**config.mk**
```make
export PLATFORM = sky130hd
export DESIGN_NAME = slg_servo_config
export DESIGN_NICKNAME = d
export VERILOG_FILES = /design/src/hw/slg_pkg.sv /design/src/hw/slg_servo_config.sv /design/src/hw/slg_cmd_queue.sv
export VERILOG_INCLUDE_DIRS = /design/src /design/src/hw
export SDC_FILE = /design/constraint.sdc
export NUM_CORES = 1
export LEC_CHECK = 0
export BUFFER_PORTS_ARGS = -buffer_cell sky130_fd_sc_hd__buf_4
export CAP_MARGIN = 30
export CORE_MARGIN = 4
export CORE_UTILIZATION = 38
export DETAILED_ROUTE_END_ITERATION = 10
export GPL_TIMING_DRIVEN = 1
export PLACE_DENSITY = 0.61
export SLEW_MARGIN = 0
export SYNTH_ARGS = -nofsm -noshare
export SYNTH_HDL_FRONTEND = slang
export SYNTH_SLANG_ARGS = --single-unit
```
**constraint.sdc**
```tcl
create_clock -name CLK_IN -period 34.2 [get_ports CLK_IN]
set_input_delay 3.42 -clock CLK_IN [delete_from_list [all_inputs] [get_ports CLK_IN]]
set_output_delay 3.42 -clock CLK_IN [all_outputs]
set_load 0.005 [all_outputs]
```
**src/hw/slg_defines.svh**
```systemverilog
// Constants for the servo limit and gain configuration block.
`ifndef SLG_DEFINES_SVH
`define SLG_DEFINES_SVH

// ----------------------------------------------------------------------------
// Register byte offsets
// ----------------------------------------------------------------------------
`define SLG_ADDR_CMD    8'h00
`define SLG_ADDR_CTRL   8'h04
`define SLG_ADDR_STAT   8'h08
`define SLG_ADDR_MASK   8'h0c
`define SLG_ADDR_AVG    8'h10
`define SLG_ADDR_PEAK   8'h14
`define SLG_ADDR_DB     8'h18
`define SLG_ADDR_DG     8'h1c
`define SLG_ADDR_DM     8'h20
`define SLG_ADDR_DEFF   8'h24
`define SLG_ADDR_QSTAT  8'h28

// ----------------------------------------------------------------------------
// Command word layout
// ----------------------------------------------------------------------------
`define SLG_CMD_QUEUED  31
`define SLG_CMD_OP_HI   30
`define SLG_CMD_OP_LO   28
`define SLG_CMD_VAL_HI  27
`define SLG_CMD_W       31

`define SLG_OP_AVG      3'h1
`define SLG_OP_PEAK     3'h2
`define SLG_OP_DB       3'h3
`define SLG_OP_DG       3'h4
`define SLG_OP_DM       3'h5

// ----------------------------------------------------------------------------
// Field widths, limits and reset values (currents in 10 mA units)
// ----------------------------------------------------------------------------
`define SLG_CUR_W       10
`define SLG_DB_W        28
`define SLG_DG_W        7
`define SLG_DM_W        15
`define SLG_PROD_W      22
`define SLG_AVG_MAX     28'h00002ee
`define SLG_PEAK_MAX    28'h0000352
`define SLG_DB_MAX      28'ha000000
`define SLG_DG_MAX      28'h0000063
`define SLG_DM_MAX      28'h0007fff
`define SLG_AVG_RST     10'h2ee
`define SLG_PEAK_RST    10'h352
`define SLG_DB_RST      28'h0000000
`define SLG_DG_RST      7'h1e
`define SLG_DM_RST      15'h190
`define SLG_PCT_DIV     22'h000064

// ----------------------------------------------------------------------------
// Control and status bits
// ----------------------------------------------------------------------------
`define SLG_CTRL_ARM    0
`define SLG_CTRL_INPOS  1
`define SLG_CTRL_RUN    2
`define SLG_ST_AVG      0
`define SLG_ST_PEAK     1
`define SLG_ST_REJ      2
`define SLG_ST_OVF      3
`define SLG_ST_W        4

`endif

```
**src/hw/slg_pkg.sv**
```systemverilog
// Types shared by the servo limit and gain configuration block.
package slg_pkg;
  typedef enum logic [1:0] {
    SLG_SEQ_IDLE,
    SLG_SEQ_FETCH
  } slg_seq_state_e;
endpackage

```
**src/hw/slg_servo_config.sv**
```systemverilog
// Servo current limits, dead band in-position output and derivative gain scaling.
`timescale 1ns/1ps
`include "slg_defines.svh"

// Notes on behaviour
// - With motor on, average current above its limit disables amplifier, flags error.
// - Motor current above peak limit (reset 8.5 A) disables amplifier, flags error.
// - Queued average-limit update runs in order; immediate one applies at once.
// - Queued peak-limit update equals immediate one but runs in queue order.
// - Dead band update stores new width in steps, 0 to 167772160, default 0.
// - With in-position output enabled, output is high while error exceeds dead band.
// - In-position output is low while error magnitude is within the dead band.
// - Derivative percentage 0 to 99, default 30, scales maximum into effective gain.
// - Derivative maximum 0 to 32767, default 400, replaces the stored maximum.
// - Queued derivative percentage update equals immediate one, run in queue order.
// - Queued derivative maximum update equals immediate one, run in queue order.
module slg_servo_config #(
  parameter int QUEUE_DEPTH = 16,
  parameter int QCW         = $clog2(QUEUE_DEPTH + 1)
) (
  input  wire logic                   CLK_IN,
  input  wire logic                   RST_B_IN,
  input  wire logic                   HSEL_IN,
  input  wire logic [31:0]            HADDR_IN,
  input  wire logic [1:0]             HTRANS_IN,
  input  wire logic                   HWRITE_IN,
  input  wire logic [2:0]             HSIZE_IN,
  input  wire logic [31:0]            HWDATA_IN,
  input  wire logic                   HREADY_IN,
  output logic [31:0]                 HRDATA_OUT,
  output logic                        HREADYOUT_OUT,
  output logic                        HRESP_OUT,
  input  wire logic                   MOTOR_ON_IN,
  input  wire logic [`SLG_CUR_W-1:0]  AVG_CURRENT_IN,
  input  wire logic [`SLG_CUR_W-1:0]  MOTOR_CURRENT_IN,
  input  wire logic [31:0]            FOLLOW_ERR_IN,
  input  wire logic                   MOVE_BUSY_IN,
  output logic                        AMP_ENABLE_OUT,
  output logic                        IN_POSITION_OUT,
  output logic [`SLG_DM_W-1:0]        DERIV_GAIN_OUT,
  output logic                        IRQ_OUT
);
  // --------------------------------------------------------------------------
  // Bus slave
  // --------------------------------------------------------------------------
  logic                      addr_phase;
  logic                      wr_pend;
  logic [7:0]                wr_addr;
  logic                      rd_wait;
  logic [7:0]                rd_addr;
  logic [31:0]               rd_value;
  logic [2:0]                ctrl;
  logic [`SLG_ST_W-1:0]      status;
  logic [`SLG_ST_W-1:0]      mask;
  logic [`SLG_CUR_W-1:0]     avg_limit;
  logic [`SLG_CUR_W-1:0]     peak_limit;
  logic [`SLG_DB_W-1:0]      deadband;
  logic [`SLG_DG_W-1:0]      dgain;
  logic [`SLG_DM_W-1:0]      dmax;
  logic [QCW-1:0]            q_count;
  logic                      busy;

  assign addr_phase    = HSEL_IN & HREADY_IN & HTRANS_IN[1] & (HSIZE_IN == 3'h2);
  assign HREADYOUT_OUT = ~rd_wait;
  assign HRESP_OUT     = 1'b0;

  always_ff @(posedge CLK_IN or negedge RST_B_IN) begin
    if (!RST_B_IN) begin
      wr_pend <= 1'b0;
      rd_wait <= 1'b0;
      wr_addr <= 8'h00;
      rd_addr <= 8'h00;
    end else begin
      wr_pend <= addr_phase & HWRITE_IN;
      rd_wait <= addr_phase & ~HWRITE_IN;
      if (addr_phase) begin
        wr_addr <= HADDR_IN[7:0];
        rd_addr <= HADDR_IN[7:0];
      end
    end
  end

  always_comb begin
    case (rd_addr)
      `SLG_ADDR_CTRL:  rd_value = 32'(ctrl);
      `SLG_ADDR_STAT:  rd_value = 32'(status);
      `SLG_ADDR_MASK:  rd_value = 32'(mask);
      `SLG_ADDR_AVG:   rd_value = 32'(avg_limit);
      `SLG_ADDR_PEAK:  rd_value = 32'(peak_limit);
      `SLG_ADDR_DB:    rd_value = 32'(deadband);
      `SLG_ADDR_DG:    rd_value = 32'(dgain);
      `SLG_ADDR_DM:    rd_value = 32'(dmax);
      `SLG_ADDR_DEFF:  rd_value = 32'(DERIV_GAIN_OUT);
      `SLG_ADDR_QSTAT: rd_value = {31'(q_count), busy};
      default:         rd_value = 32'h0000_0000;
    endcase
  end

  // Reads take one wait state so a write just before is already visible.
  always_ff @(posedge CLK_IN or negedge RST_B_IN) begin
    if (!RST_B_IN) begin
      HRDATA_OUT <= 32'h0000_0000;
    end else if (rd_wait) begin
      HRDATA_OUT <= rd_value;
    end
  end

  always_ff @(posedge CLK_IN or negedge RST_B_IN) begin
    if (!RST_B_IN) begin
      ctrl <= 3'h0;
      mask <= '0;
    end else if (wr_pend) begin
      if (wr_addr == `SLG_ADDR_CTRL) begin
        ctrl <= HWDATA_IN[2:0];
      end
      if (wr_addr == `SLG_ADDR_MASK) begin
        mask <= HWDATA_IN[`SLG_ST_W-1:0];
      end
    end
  end

  // --------------------------------------------------------------------------
  // Move-busy pin synchroniser
  // --------------------------------------------------------------------------
  logic busy_s1;
  logic busy_s2;
  logic busy_s3;

  always_ff @(posedge CLK_IN or negedge RST_B_IN) begin
    if (!RST_B_IN) begin
      busy_s1 <= 1'b0;
      busy_s2 <= 1'b0;
      busy_s3 <= 1'b0;
      busy    <= 1'b0;
    end else begin
      busy_s1 <= MOVE_BUSY_IN;
      busy_s2 <= busy_s1;
      busy_s3 <= busy_s2;
      if (busy_s2 == busy_s3) begin
        busy <= busy_s3;
      end
    end
  end

  // --------------------------------------------------------------------------
  // Command entry and queue
  // --------------------------------------------------------------------------
  logic                  cmd_wr;
  logic                  imm_valid;
  logic                  push;
  logic                  push_ready;
  logic                  pop;
  logic                  q_empty;
  logic                  q_valid;
  logic [`SLG_CMD_W-1:0] q_data;
  logic [2:0]            imm_op;
  logic [27:0]           imm_val;
  logic [2:0]            q_op;
  logic [27:0]           q_val;
  logic                  imm_ok;
  logic                  q_ok;
  slg_pkg::slg_seq_state_e seq_state;

  assign cmd_wr    = wr_pend & (wr_addr == `SLG_ADDR_CMD);
  assign imm_valid = cmd_wr & ~HWDATA_IN[`SLG_CMD_QUEUED];
  assign push      = cmd_wr & HWDATA_IN[`SLG_CMD_QUEUED];
  assign imm_op    = HWDATA_IN[`SLG_CMD_OP_HI:`SLG_CMD_OP_LO];
  assign imm_val   = HWDATA_IN[`SLG_CMD_VAL_HI:0];
  assign q_op      = q_data[`SLG_CMD_OP_HI:`SLG_CMD_OP_LO];
  assign q_val     = q_data[`SLG_CMD_VAL_HI:0];

  function automatic logic value_ok(input logic [2:0] op, input logic [27:0] v);
    case (op)
      `SLG_OP_AVG:  value_ok = (v <= `SLG_AVG_MAX);
      `SLG_OP_PEAK: value_ok = (v <= `SLG_PEAK_MAX);
      `SLG_OP_DB:   value_ok = (v <= `SLG_DB_MAX);
      `SLG_OP_DG:   value_ok = (v <= `SLG_DG_MAX);
      `SLG_OP_DM:   value_ok = (v <= `SLG_DM_MAX);
      default:      value_ok = 1'b0;
    endcase
  endfunction

  assign imm_ok = imm_valid & value_ok(imm_op, imm_val);
  assign q_ok   = q_valid & value_ok(q_op, q_val);

  slg_cmd_queue #(
    .WIDTH (`SLG_CMD_W),
    .DEPTH (QUEUE_DEPTH),
    .CW    (QCW)
  ) u_queue (
    .clk_in         (CLK_IN),
    .rst_b_in       (RST_B_IN),
    .push_in        (push),
    .push_data_in   (HWDATA_IN[`SLG_CMD_W-1:0]),
    .push_ready_out (push_ready),
    .pop_in         (pop),
    .pop_data_out   (q_data),
    .pop_valid_out  (q_valid),
    .empty_out      (q_empty),
    .count_out      (q_count)
  );

  // Queued commands run one at a time, only between moves.
  assign pop = (seq_state == slg_pkg::SLG_SEQ_IDLE) & ctrl[`SLG_CTRL_RUN] & ~busy & ~q_empty;

  always_ff @(posedge CLK_IN or negedge RST_B_IN) begin
    if (!RST_B_IN) begin
      seq_state <= slg_pkg::SLG_SEQ_IDLE;
    end else begin
      case (seq_state)
        slg_pkg::SLG_SEQ_IDLE:  if (pop) begin
          seq_state <= slg_pkg::SLG_SEQ_FETCH;
        end
        slg_pkg::SLG_SEQ_FETCH: seq_state <= slg_pkg::SLG_SEQ_IDLE;
        default:                seq_state <= slg_pkg::SLG_SEQ_IDLE;
      endcase
    end
  end

  // --------------------------------------------------------------------------
  // Settings: an immediate update in the same cycle wins over a queued one
  // --------------------------------------------------------------------------
  always_ff @(posedge CLK_IN or negedge RST_B_IN) begin
    if (!RST_B_IN) begin
      avg_limit <= `SLG_AVG_RST;
    end else if (imm_ok && imm_op == `SLG_OP_AVG) begin
      avg_limit <= imm_val[`SLG_CUR_W-1:0];
    end else if (q_ok && q_op == `SLG_OP_AVG) begin
      avg_limit <= q_val[`SLG_CUR_W-1:0];
    end
  end

  always_ff @(posedge CLK_IN or negedge RST_B_IN) begin
    if (!RST_B_IN) begin
      peak_limit <= `SLG_PEAK_RST;
    end else if (imm_ok && imm_op == `SLG_OP_PEAK) begin
      peak_limit <= imm_val[`SLG_CUR_W-1:0];
    end else if (q_ok && q_op == `SLG_OP_PEAK) begin
      peak_limit <= q_val[`SLG_CUR_W-1:0];
    end
  end

  always_ff @(posedge CLK_IN or negedge RST_B_IN) begin
    if (!RST_B_IN) begin
      deadband <= `SLG_DB_RST;
    end else if (imm_ok && imm_op == `SLG_OP_DB) begin
      deadband <= imm_val;
    end else if (q_ok && q_op == `SLG_OP_DB) begin
      deadband <= q_val;
    end
  end

  always_ff @(posedge CLK_IN or negedge RST_B_IN) begin
    if (!RST_B_IN) begin
      dgain <= `SLG_DG_RST;
    end else if (imm_ok && imm_op == `SLG_OP_DG) begin
      dgain <= imm_val[`SLG_DG_W-1:0];
    end else if (q_ok && q_op == `SLG_OP_DG) begin
      dgain <= q_val[`SLG_DG_W-1:0];
    end
  end

  always_ff @(posedge CLK_IN or negedge RST_B_IN) begin
    if (!RST_B_IN) begin
      dmax <= `SLG_DM_RST;
    end else if (imm_ok && imm_op == `SLG_OP_DM) begin
      dmax <= imm_val[`SLG_DM_W-1:0];
    end else if (q_ok && q_op == `SLG_OP_DM) begin
      dmax <= q_val[`SLG_DM_W-1:0];
    end
  end

  logic [`SLG_PROD_W-1:0] gain_prod;
  logic [`SLG_PROD_W-1:0] gain_scaled;

  assign gain_prod   = `SLG_PROD_W'(dgain) * `SLG_PROD_W'(dmax);
  assign gain_scaled = gain_prod / `SLG_PCT_DIV;

  always_ff @(posedge CLK_IN or negedge RST_B_IN) begin
    if (!RST_B_IN) begin
      DERIV_GAIN_OUT <= '0;
    end else begin
      DERIV_GAIN_OUT <= gain_scaled[`SLG_DM_W-1:0];
    end
  end

  // --------------------------------------------------------------------------
  // Supervision, faults and interrupt
  // --------------------------------------------------------------------------
  logic                 avg_over;
  logic                 peak_over;
  logic [31:0]          err_mag;
  logic [`SLG_ST_W-1:0] events;
  logic [`SLG_ST_W-1:0] clr;

  assign avg_over  = MOTOR_ON_IN & (AVG_CURRENT_IN > avg_limit);
  assign peak_over = MOTOR_CURRENT_IN > peak_limit;
  assign err_mag   = FOLLOW_ERR_IN[31] ? (~FOLLOW_ERR_IN + 32'h0000_0001) : FOLLOW_ERR_IN;
  assign events    = {push & ~push_ready,
                      (imm_valid & ~imm_ok) | (q_valid & ~q_ok),
                      peak_over,
                      avg_over};
  assign clr       = (wr_pend && wr_addr == `SLG_ADDR_STAT) ? HWDATA_IN[`SLG_ST_W-1:0] : '0;

  // A new event wins over a clear written in the same cycle.
  always_ff @(posedge CLK_IN or negedge RST_B_IN) begin
    if (!RST_B_IN) begin
      status <= '0;
    end else begin
      status <= (status & ~clr) | events;
    end
  end

  // The amplifier stays off until both current faults are cleared.
  always_ff @(posedge CLK_IN or negedge RST_B_IN) begin
    if (!RST_B_IN) begin
      AMP_ENABLE_OUT <= 1'b0;
    end else begin
      AMP_ENABLE_OUT <= ctrl[`SLG_CTRL_ARM] & ~avg_over & ~peak_over
                        & ~status[`SLG_ST_AVG] & ~status[`SLG_ST_PEAK];
    end
  end

  always_ff @(posedge CLK_IN or negedge RST_B_IN) begin
    if (!RST_B_IN) begin
      IN_POSITION_OUT <= 1'b0;
    end else begin
      IN_POSITION_OUT <= ctrl[`SLG_CTRL_INPOS] & (err_mag > 32'(deadband));
    end
  end

  always_ff @(posedge CLK_IN or negedge RST_B_IN) begin
    if (!RST_B_IN) begin
      IRQ_OUT <= 1'b0;
    end else begin
      IRQ_OUT <= |(((status & ~clr) | events) & mask);
    end
  end
endmodule

```
**src/hw/slg_cmd_queue.sv**
```systemverilog
// Command queue memory for the queued updates, kept in program order.
`timescale 1ns/1ps
module slg_cmd_queue #(
  parameter int WIDTH = 31,
  parameter int DEPTH = 16,
  parameter int CW    = $clog2(DEPTH + 1)
) (
  input  wire logic             clk_in,
  input  wire logic             rst_b_in,
  input  wire logic             push_in,
  input  wire logic [WIDTH-1:0] push_data_in,
  output logic                  push_ready_out,
  input  wire logic             pop_in,
  output logic [WIDTH-1:0]      pop_data_out,
  output logic                  pop_valid_out,
  output logic                  empty_out,
  output logic [CW-1:0]         count_out
);
  localparam int AW = (DEPTH > 1) ? $clog2(DEPTH) : 1;

  logic [WIDTH-1:0] mem [DEPTH];
  logic [AW-1:0]    wr_ptr;
  logic [AW-1:0]    rd_ptr;
  logic             do_push;
  logic             do_pop;

  assign push_ready_out = (count_out != CW'(DEPTH));
  assign empty_out      = (count_out == '0);
  assign do_push        = push_in & push_ready_out;
  assign do_pop         = pop_in & ~empty_out;

  always_ff @(posedge clk_in) begin
    if (do_push) begin
      mem[wr_ptr] <= push_data_in;
    end
  end

  always_ff @(posedge clk_in or negedge rst_b_in) begin
    if (!rst_b_in) begin
      wr_ptr <= '0;
      rd_ptr <= '0;
    end else begin
      if (do_push) begin
        wr_ptr <= (wr_ptr == AW'(DEPTH - 1)) ? '0 : wr_ptr + AW'(1);
      end
      if (do_pop) begin
        rd_ptr <= (rd_ptr == AW'(DEPTH - 1)) ? '0 : rd_ptr + AW'(1);
      end
    end
  end

  always_ff @(posedge clk_in or negedge rst_b_in) begin
    if (!rst_b_in) begin
      count_out <= '0;
    end else if (do_push && !do_pop) begin
      count_out <= count_out + CW'(1);
    end else if (do_pop && !do_push) begin
      count_out <= count_out - CW'(1);
    end
  end

  // Read data leaves a register one cycle after the pop.
  always_ff @(posedge clk_in or negedge rst_b_in) begin
    if (!rst_b_in) begin
      pop_data_out  <= '0;
      pop_valid_out <= 1'b0;
    end else begin
      pop_valid_out <= do_pop;
      if (do_pop) begin
        pop_data_out <= mem[rd_ptr];
      end
    end
  end
endmodule

```
==> results of run 1 <==
==> cells in the final DEF, fill, tap and decap left out, drive strengths merged, types with 13 or more instances in the layout <==
cell type / instances
a211oi: 24
a21o: 20
a21oi: 167
a221oi: 16
a22oi: 23
a31oi: 26
and2: 112
buf: 187
clkbuf: 92
clkinv: 24
dfrtp: 168
dfstp: 19
edfxtp: 496
fa: 65
ha: 98
inv: 142
mux2: 53
mux2i: 174
mux4: 62
nand2: 249
nand2b: 23
nand3: 55
nand4: 27
nor2: 170
nor3: 30
nor4: 19
o211ai: 22
o21a: 15
o21ai: 174
o221ai: 65
o22ai: 16
o31ai: 21
or2: 13
or3: 19
xnor2: 51
==> cell type report <==
cell class / instances / area [sq um]
diodes: 2 / 5.005
clock inverters: 36 / 406.6
well taps: 1265 / 1583
fillers: 8742 / 53660
flip-flops and latches: 683 / 19610
inverters: 138 / 518.0
multi-input cells: 2030 / 15880
repair buffers: 188 / 1553
clock buffers: 91 / 1944
==> worst max-delay path: cells and delay by family (launching register included) <==
kind / cells / cell delay, ns
adder cells (fa/ha/maj): 5 / 2.51
buffers and inverters: 3 / 0.15
multiplexers: 2 / 0.81
AND/OR/NAND/NOR: 9 / 3.17
AO/OA/AOI/OAI: 24 / 7.44
flip-flops: 1 / 0.70
==> synth_stat cells (9+ instances only) <==
cell,count
nand2_1,248
inv_1,138
nand4_1,27
nor2b_1,12
a221oi_1,14
nor4_1,18
buf_2,11
edfxtp_1,496
o22ai_1,16
fa_1,65
or4_1,9
xor2_1,11
buf_1,26
a211oi_1,18
clkbuf_1,116
o221ai_1,65
a41oi_1,10
o31ai_1,18
nor2_1,169
or3_1,17
nor3_1,29
o21ai_1,10
and2_1,111
a211o_1,10
and3_1,11
o21a_1,15
a22oi_1,22
mux4_2,62
nand2b_1,23
o21ai_0,162
mux2_2,52
a22o_1,12
mux2i_1,173
nand3_1,54
a21o_1,20
a31oi_1,22
ha_1,98
xnor2_1,51
a222oi_1,12
dfstp_2,19
dfrtp_1,168
a21oi_1,164
o211ai_1,21
==> per-layer routing <==
| metal | up-vias | wire [microns] | global-route usage [%] |
|---|---|---|---|
| met4 | 2 | 2763 | 6.124 |
| met3 | 146 | 5216 | 2.364 |
| met1 | 12668 | 45220 | 27.50 |
| met5 | - | 13 | 0 |
| met2 | 768 | 49480 | 33.17 |
| li1 | 11624 | - | - |
==> registers in the layout (all words and copies together) (netlist names), 3 cells and up <==
register              cells
u_queue.count_out         5
u_queue.wr_ptr            4
DERIV_GAIN_OUT           15
u_queue.pop_data_out     31
HRDATA_OUT               28
status                    4
u_queue.rd_ptr            4
mask                      4
u_queue.mem             496
ctrl                      3
avg_limit                10
peak_limit               10
dgain                     7
rd_addr                   8
deadband                 28
dmax                     15
==> kinds of logic after synthesis <==
logic type / after synthesis / share of synthesized area, %
AOI/OAI and AO/OA: 736 / 14.12
other: 1 / 0.01026
DFF: 683 / 53.61
and+or+nand+nor: 773 / 10.44
muxes: 289 / 10.24
adders and majority gates: 165 / 6.968
buffers and inverters: 296 / 3.128
xor gates and xnor gates: 62 / 1.485
==> through the flow <==
stage               worst slack, ns  hold WS [ns]  instance area [sq um]  instances
global route                  17.93        0.3914                  41490       4431
CTS                           19.41        0.3833                  41430       4428
floorplan                     21.62        0.3312                  36570       3009
detailed placement            19.50        0.3695                  39080       4301
global placement              19.48        0.3739                  38930       4294
finish                        19.26        0.3699                  41490       4433
==> worst max path at each step <==
stage / from / endpoint / slack (ns) / cells past startpoint
final: dgain[6] / DERIV_GAIN_OUT[0] / 19.26 / 43
after global routing: dgain[6] / DERIV_GAIN_OUT[0] / 17.93 / 43
after CTS: dgain[6] / DERIV_GAIN_OUT[0] / 19.41 / 43
after detailed placement: dgain[6] / DERIV_GAIN_OUT[0] / 19.50 / 43
after global placement: dgain[6] / DERIV_GAIN_OUT[0] / 19.48 / 42
after floorplan: dgain[4] / DERIV_GAIN_OUT[0] / 21.62 / 46
==> metrics.yaml, run 1 <==
clock_tree:
  clk_pin_slew_worst_paths_ns: 0.06
  clock_path_buffers: 3
  h-tree-depth: 3
  ctsResizeCount: 0
  postCtsSetupRepairBufs: 0
  root_buffer: "clkbuf_16"
  cts_buffers: 72
  cts_tree: "yes"
  insertion_delay_ns: 0.63
  clkSinkCount: 683
  holdBufCountCts: 0
critical_path:
  path_max_fanout: 17
  crit_arrival_ns: 15.43
  reg2reg_from: "dgain[6]"
  critPathMaxStageDelay_ns: 0.70
  critPathLaunchType: "flip-flop"
  critPathRequiredTime_ns: 34.69
  worstSetupPathType: "flip-flop to flip-flop"
  crit_top_cell: "fa_1"
  slowest_stage: "dfrtp_1"
  r2r_cells: 43
  rr_endpoint: "DERIV_GAIN_OUT[0]"
  end_kind: "flip-flop"
  r2r_slack_ns: 19.26
hold_path:
  whs_path_depth: 0
  min_to: "busy_s2"
  hold_path.class: "flip-flop to flip-flop"
  worstHoldStart: "busy_s1"
detailed_routing:
  drt_pass1_iterations: 7
  viasPerCell: 5.686
  wl_per_cell_microns: 23.17
  route.detailed.drc: 0
  wl_mm: 102.7
  vias: 25208
  ant_nets: 0
  drtIter0Drc: 2377
finish:
  areaGrowthSynthToFinish_pct: 13.50
  finalNetCount: 3404
  drive_above_1_share_pct: 16.23
  utilization_pct: 43.61
floorplanning:
  die_area_sq_um: 101200
  die_h_microns: 318.2
  ios: 180
  core_area_sq_um: 95150
  num_rows: 113
  fp.dieW_microns: 318.2
  start_util_pct: 38.42
synthesis:
  synth_edf_count: 496
  synthArstFlopShare_pct: 27.38
  seq_area_frac_synth_pct: 53.61
  ys_warn_count: 0
  yosys_most_used_dff: "edfxtp_1"
  ys_ff_latch: 683
  netlist_instances: 3005
  yosysTopAreaCellShare_pct: 40.74
  ys_top_cells_by_area: "edfxtp_1, dfrtp_1, mux2i_1"
  syn_area_sq_um: 36560
  ys_types: 118
  yosysTopAreaCell: "edfxtp_1"
  avgSynthCellArea_sq_um: 12.17
place:
  dp_hpwl_mm: 67.85
  io_buffers: 149
  routabilityCongestion: 0.8513
status:
  status: "complete, no violations"
global_route:
  grt.total_usage_pct: 19.94
  antenna_found_initial: 4
  grt_pass1_wl_mm: 157.3
  grt_pass1_vias: 24950
  overflow: 0
  grt_max_degree: 69
sta:
  tightest_slew_ns: 0.9549
  final.min_clock_period_ns: 14.94
  relSlewSlack_pct: 35.88
  rsz0062_at_grt: "no"
  setup_viol: 0
  slew_viol_final: 0
  fmax_mhz: 66.93
  setup_tns_ns: 0
  period_share_pct: 43.69
  finClkSkew_ns: 0.04096
  hold_viol_final: 0
run:
  cap_violations: 0
Power of run 1 is left out: the tool's default activity adds up to more than one toggle a clock period on the data nets, which glitch-free logic cannot reach.
==> inputs of run 2 (changes only) <==
==> constraint.sdc (replaced) <==
create_clock -name CLK_IN -period 14.5 [get_ports CLK_IN]
set_input_delay 1.45 -clock CLK_IN [delete_from_list [all_inputs] [get_ports CLK_IN]]
set_output_delay 1.45 -clock CLK_IN [all_outputs]
set_load 0.005 [all_outputs]
==> metrics.yaml, run 2 (synthesis gave the netlist of run 1 again) <==
finish:
  register_area_sq_um: 19610  # about the same
  final_cell_mix: "edfxtp_1, nand2_1, buf_4"  # unchanged
  largest_register_ffs: 496  # unchanged
  drive_above_1_share_pct: 17.42  # was 16.23%
  layout.filler_cells: 8648  # was 8742
  max_flop_register: "u_queue.mem"  # unchanged
  finalNetCount: 3423  # was 3404
  layout_commonest_cell: "edfxtp_1"  # unchanged
  areaGrowthSynthToFinish_pct: 14.23  # was 13.50%
  multi_input_area_sq_um: 15970  # was 15880 sq um
  reg_top3: "u_queue.mem (496), u_queue.pop_data_out (31)"  # unchanged
critical_path:
  slowest_stage: "dfstp_2"  # was dfrtp_1
  critPathLaunchType: "flip-flop"  # unchanged
  crit_arrival_ns: 14.32  # was 15.43 ns
  path_max_fanout: 17  # unchanged
  worstSetupPathType: "flip-flop to flip-flop"  # unchanged
  critPathMaxStageDelay_ns: 0.79  # was 0.70 ns
  end_kind: "flip-flop"  # unchanged
  crit_top_cell: "fa_1"  # unchanged
  critPathRequiredTime_ns: 14.99  # was 34.69 ns
clock_tree:
  root_buffer: "clkbuf_16"  # unchanged
  clkSinkCount: 683  # unchanged
  cts_tree: "yes"  # unchanged
  clock_path_buffers: 3  # unchanged
  clk_pin_slew_worst_paths_ns: 0.06  # about the same
  insertion_delay_ns: 0.63  # about the same
  cts_buffers: 74  # was 72
  h-tree-depth: 3  # unchanged
detailed_routing:
  viasPerCell: 5.695  # was 5.686
  route.detailed.drc: 0  # unchanged
  drt_pass1_iterations: 7  # unchanged
  vias: 25395  # was 25208
  ant_nets: 0  # unchanged
  wl_per_cell_microns: 23.10  # was 23.17 microns
  wl_mm: 103.0  # was 102.7 mm
  drtIter0Drc: 2397  # was 2377
floorplanning:
  num_rows: 113  # unchanged
  fp.dieW_microns: 318.2  # unchanged
  die_area_sq_um: 101200  # unchanged
  ios: 180  # unchanged
  die_h_microns: 318.2  # unchanged
  core_area_sq_um: 95150  # unchanged
  start_util_pct: 38.42  # unchanged
place:
  dp_hpwl_mm: 67.14  # was 67.85 mm
  routabilityCongestion: 0.8537  # was 0.8513
  io_buffers: 149  # unchanged
sta:
  period_share_pct: 95.38  # was 43.69%
  slew_viol_final: 0  # unchanged
  fmax_mhz: 72.31  # was 66.93 MHz
  setup_tns_ns: 0  # unchanged
  hold_viol_final: 0  # unchanged
  finClkSkew_ns: 0.03627  # was 0.04096 ns
  rsz0062_at_grt: "no"  # unchanged
  setup_viol: 0  # unchanged
  tightest_slew_ns: 0.9906  # was 0.9549 ns
  final.min_clock_period_ns: 13.83  # was 14.94 ns
  relSlewSlack_pct: 33.74  # was 35.88%
global_route:
  antenna_found_initial: 4  # unchanged
  grt.total_usage_pct: 19.90  # was 19.94%
  overflow: 0  # unchanged
  grt_pass1_vias: 24896  # was 24950
  grt_max_degree: 106  # was 69
  grt_pass1_wl_mm: 156.6  # was 157.3 mm
run:
  cap_violations: 0  # unchanged
status:
  status: "complete, no violations"  # unchanged
hold_path:
  hold_path.class: "flip-flop to flip-flop"  # unchanged
## run 2: cell types whose count changed in the layout (fill, tap and decap cells not counted), sizes merged
cell,delta
diode,+1
buf,+17
inv,-1
clkinv,-1
clkinvlp,-1
clkbuf,+11
## run 2: worst max-delay path: cells and delay by family, from the launching register on
kind                       cells  cell delay (ns)
AOI/OAI and AO/OA             23             6.49
and+or+nand+nor               11             3.34
adders and majority gates      5             2.42
DFF                            1             0.79
muxes                          2             0.58
buffers and inverters          2             0.10
## run 2: what timing repair did
action                                  4_1_cts  5_1_grt
endpoints found under the setup margin        0        2
buffers inserted                              0        4
hold buffers                                  0        0
hold endpoints to repair                      0        0
resized for setup                             0       24
## run 2: layout make-up
| class | count | area share (%) |
|---|---|---|
| Sequential cell | 683 | 46.97 |
| Multi-Input combinational cell | 2030 | 38.24 |
| Timing Repair Buffer | 205 | 3.952 |
| Tap cell | 1265 | 3.790 |
| Clock buffer | 102 | 4.950 |
| Clock inverter | 33 | 0.8419 |
| Inverter | 138 | 1.240 |
| Antenna cell | 3 | 0.01798 |
## run 2: worst paths after layout
check	endpoint	from	cells after the start	slack, ns
worst max-delay path	DERIV_GAIN_OUT[0]	dgain[2]	43	0.67
worst min-delay path	busy_s2	busy_s1	0	0.37
worst max register to register	DERIV_GAIN_OUT[0]	dgain[2]	43	0.67
worst min register to register	busy_s2	busy_s1	0	0.37
max in group asynchronous	dgain[5]	RST_B_IN	3	11.51
min in group asynchronous	DERIV_GAIN_OUT[6]	RST_B_IN	1	0.82
## run 2: metrics by stage
step / setup slack (ns) / utilization [%] / hold WS (ns) / cells / instance area, sq um
floorplan: 1.916 / - / 0.3312 / 3009 / 36570
global placement: 0.7345 / 41.04 / 0.3683 / 4309 / 39050
detailed placement: 0.6926 / 41.15 / 0.3702 / 4315 / 39160
CTS: 0.6047 / 43.69 / 0.3826 / 4450 / 41570
global route: 0.005000 / 43.88 / 0.3917 / 4457 / 41760
finish: 0.6702 / 43.89 / 0.3723 / 4459 / 41760
## run 2: per-layer routing
layer	global-route usage (%)	wire length, microns	part of all wire (%)	up-vias
met5	0	13	0.013	-
met4	5.873	2887	2.8	2
met3	2.942	5420	5.3	146
met2	32.28	48560	47	751
met1	27.87	46130	45	12805
li1	-	-	-	11691
Power of run 2 is left out for the same reason.
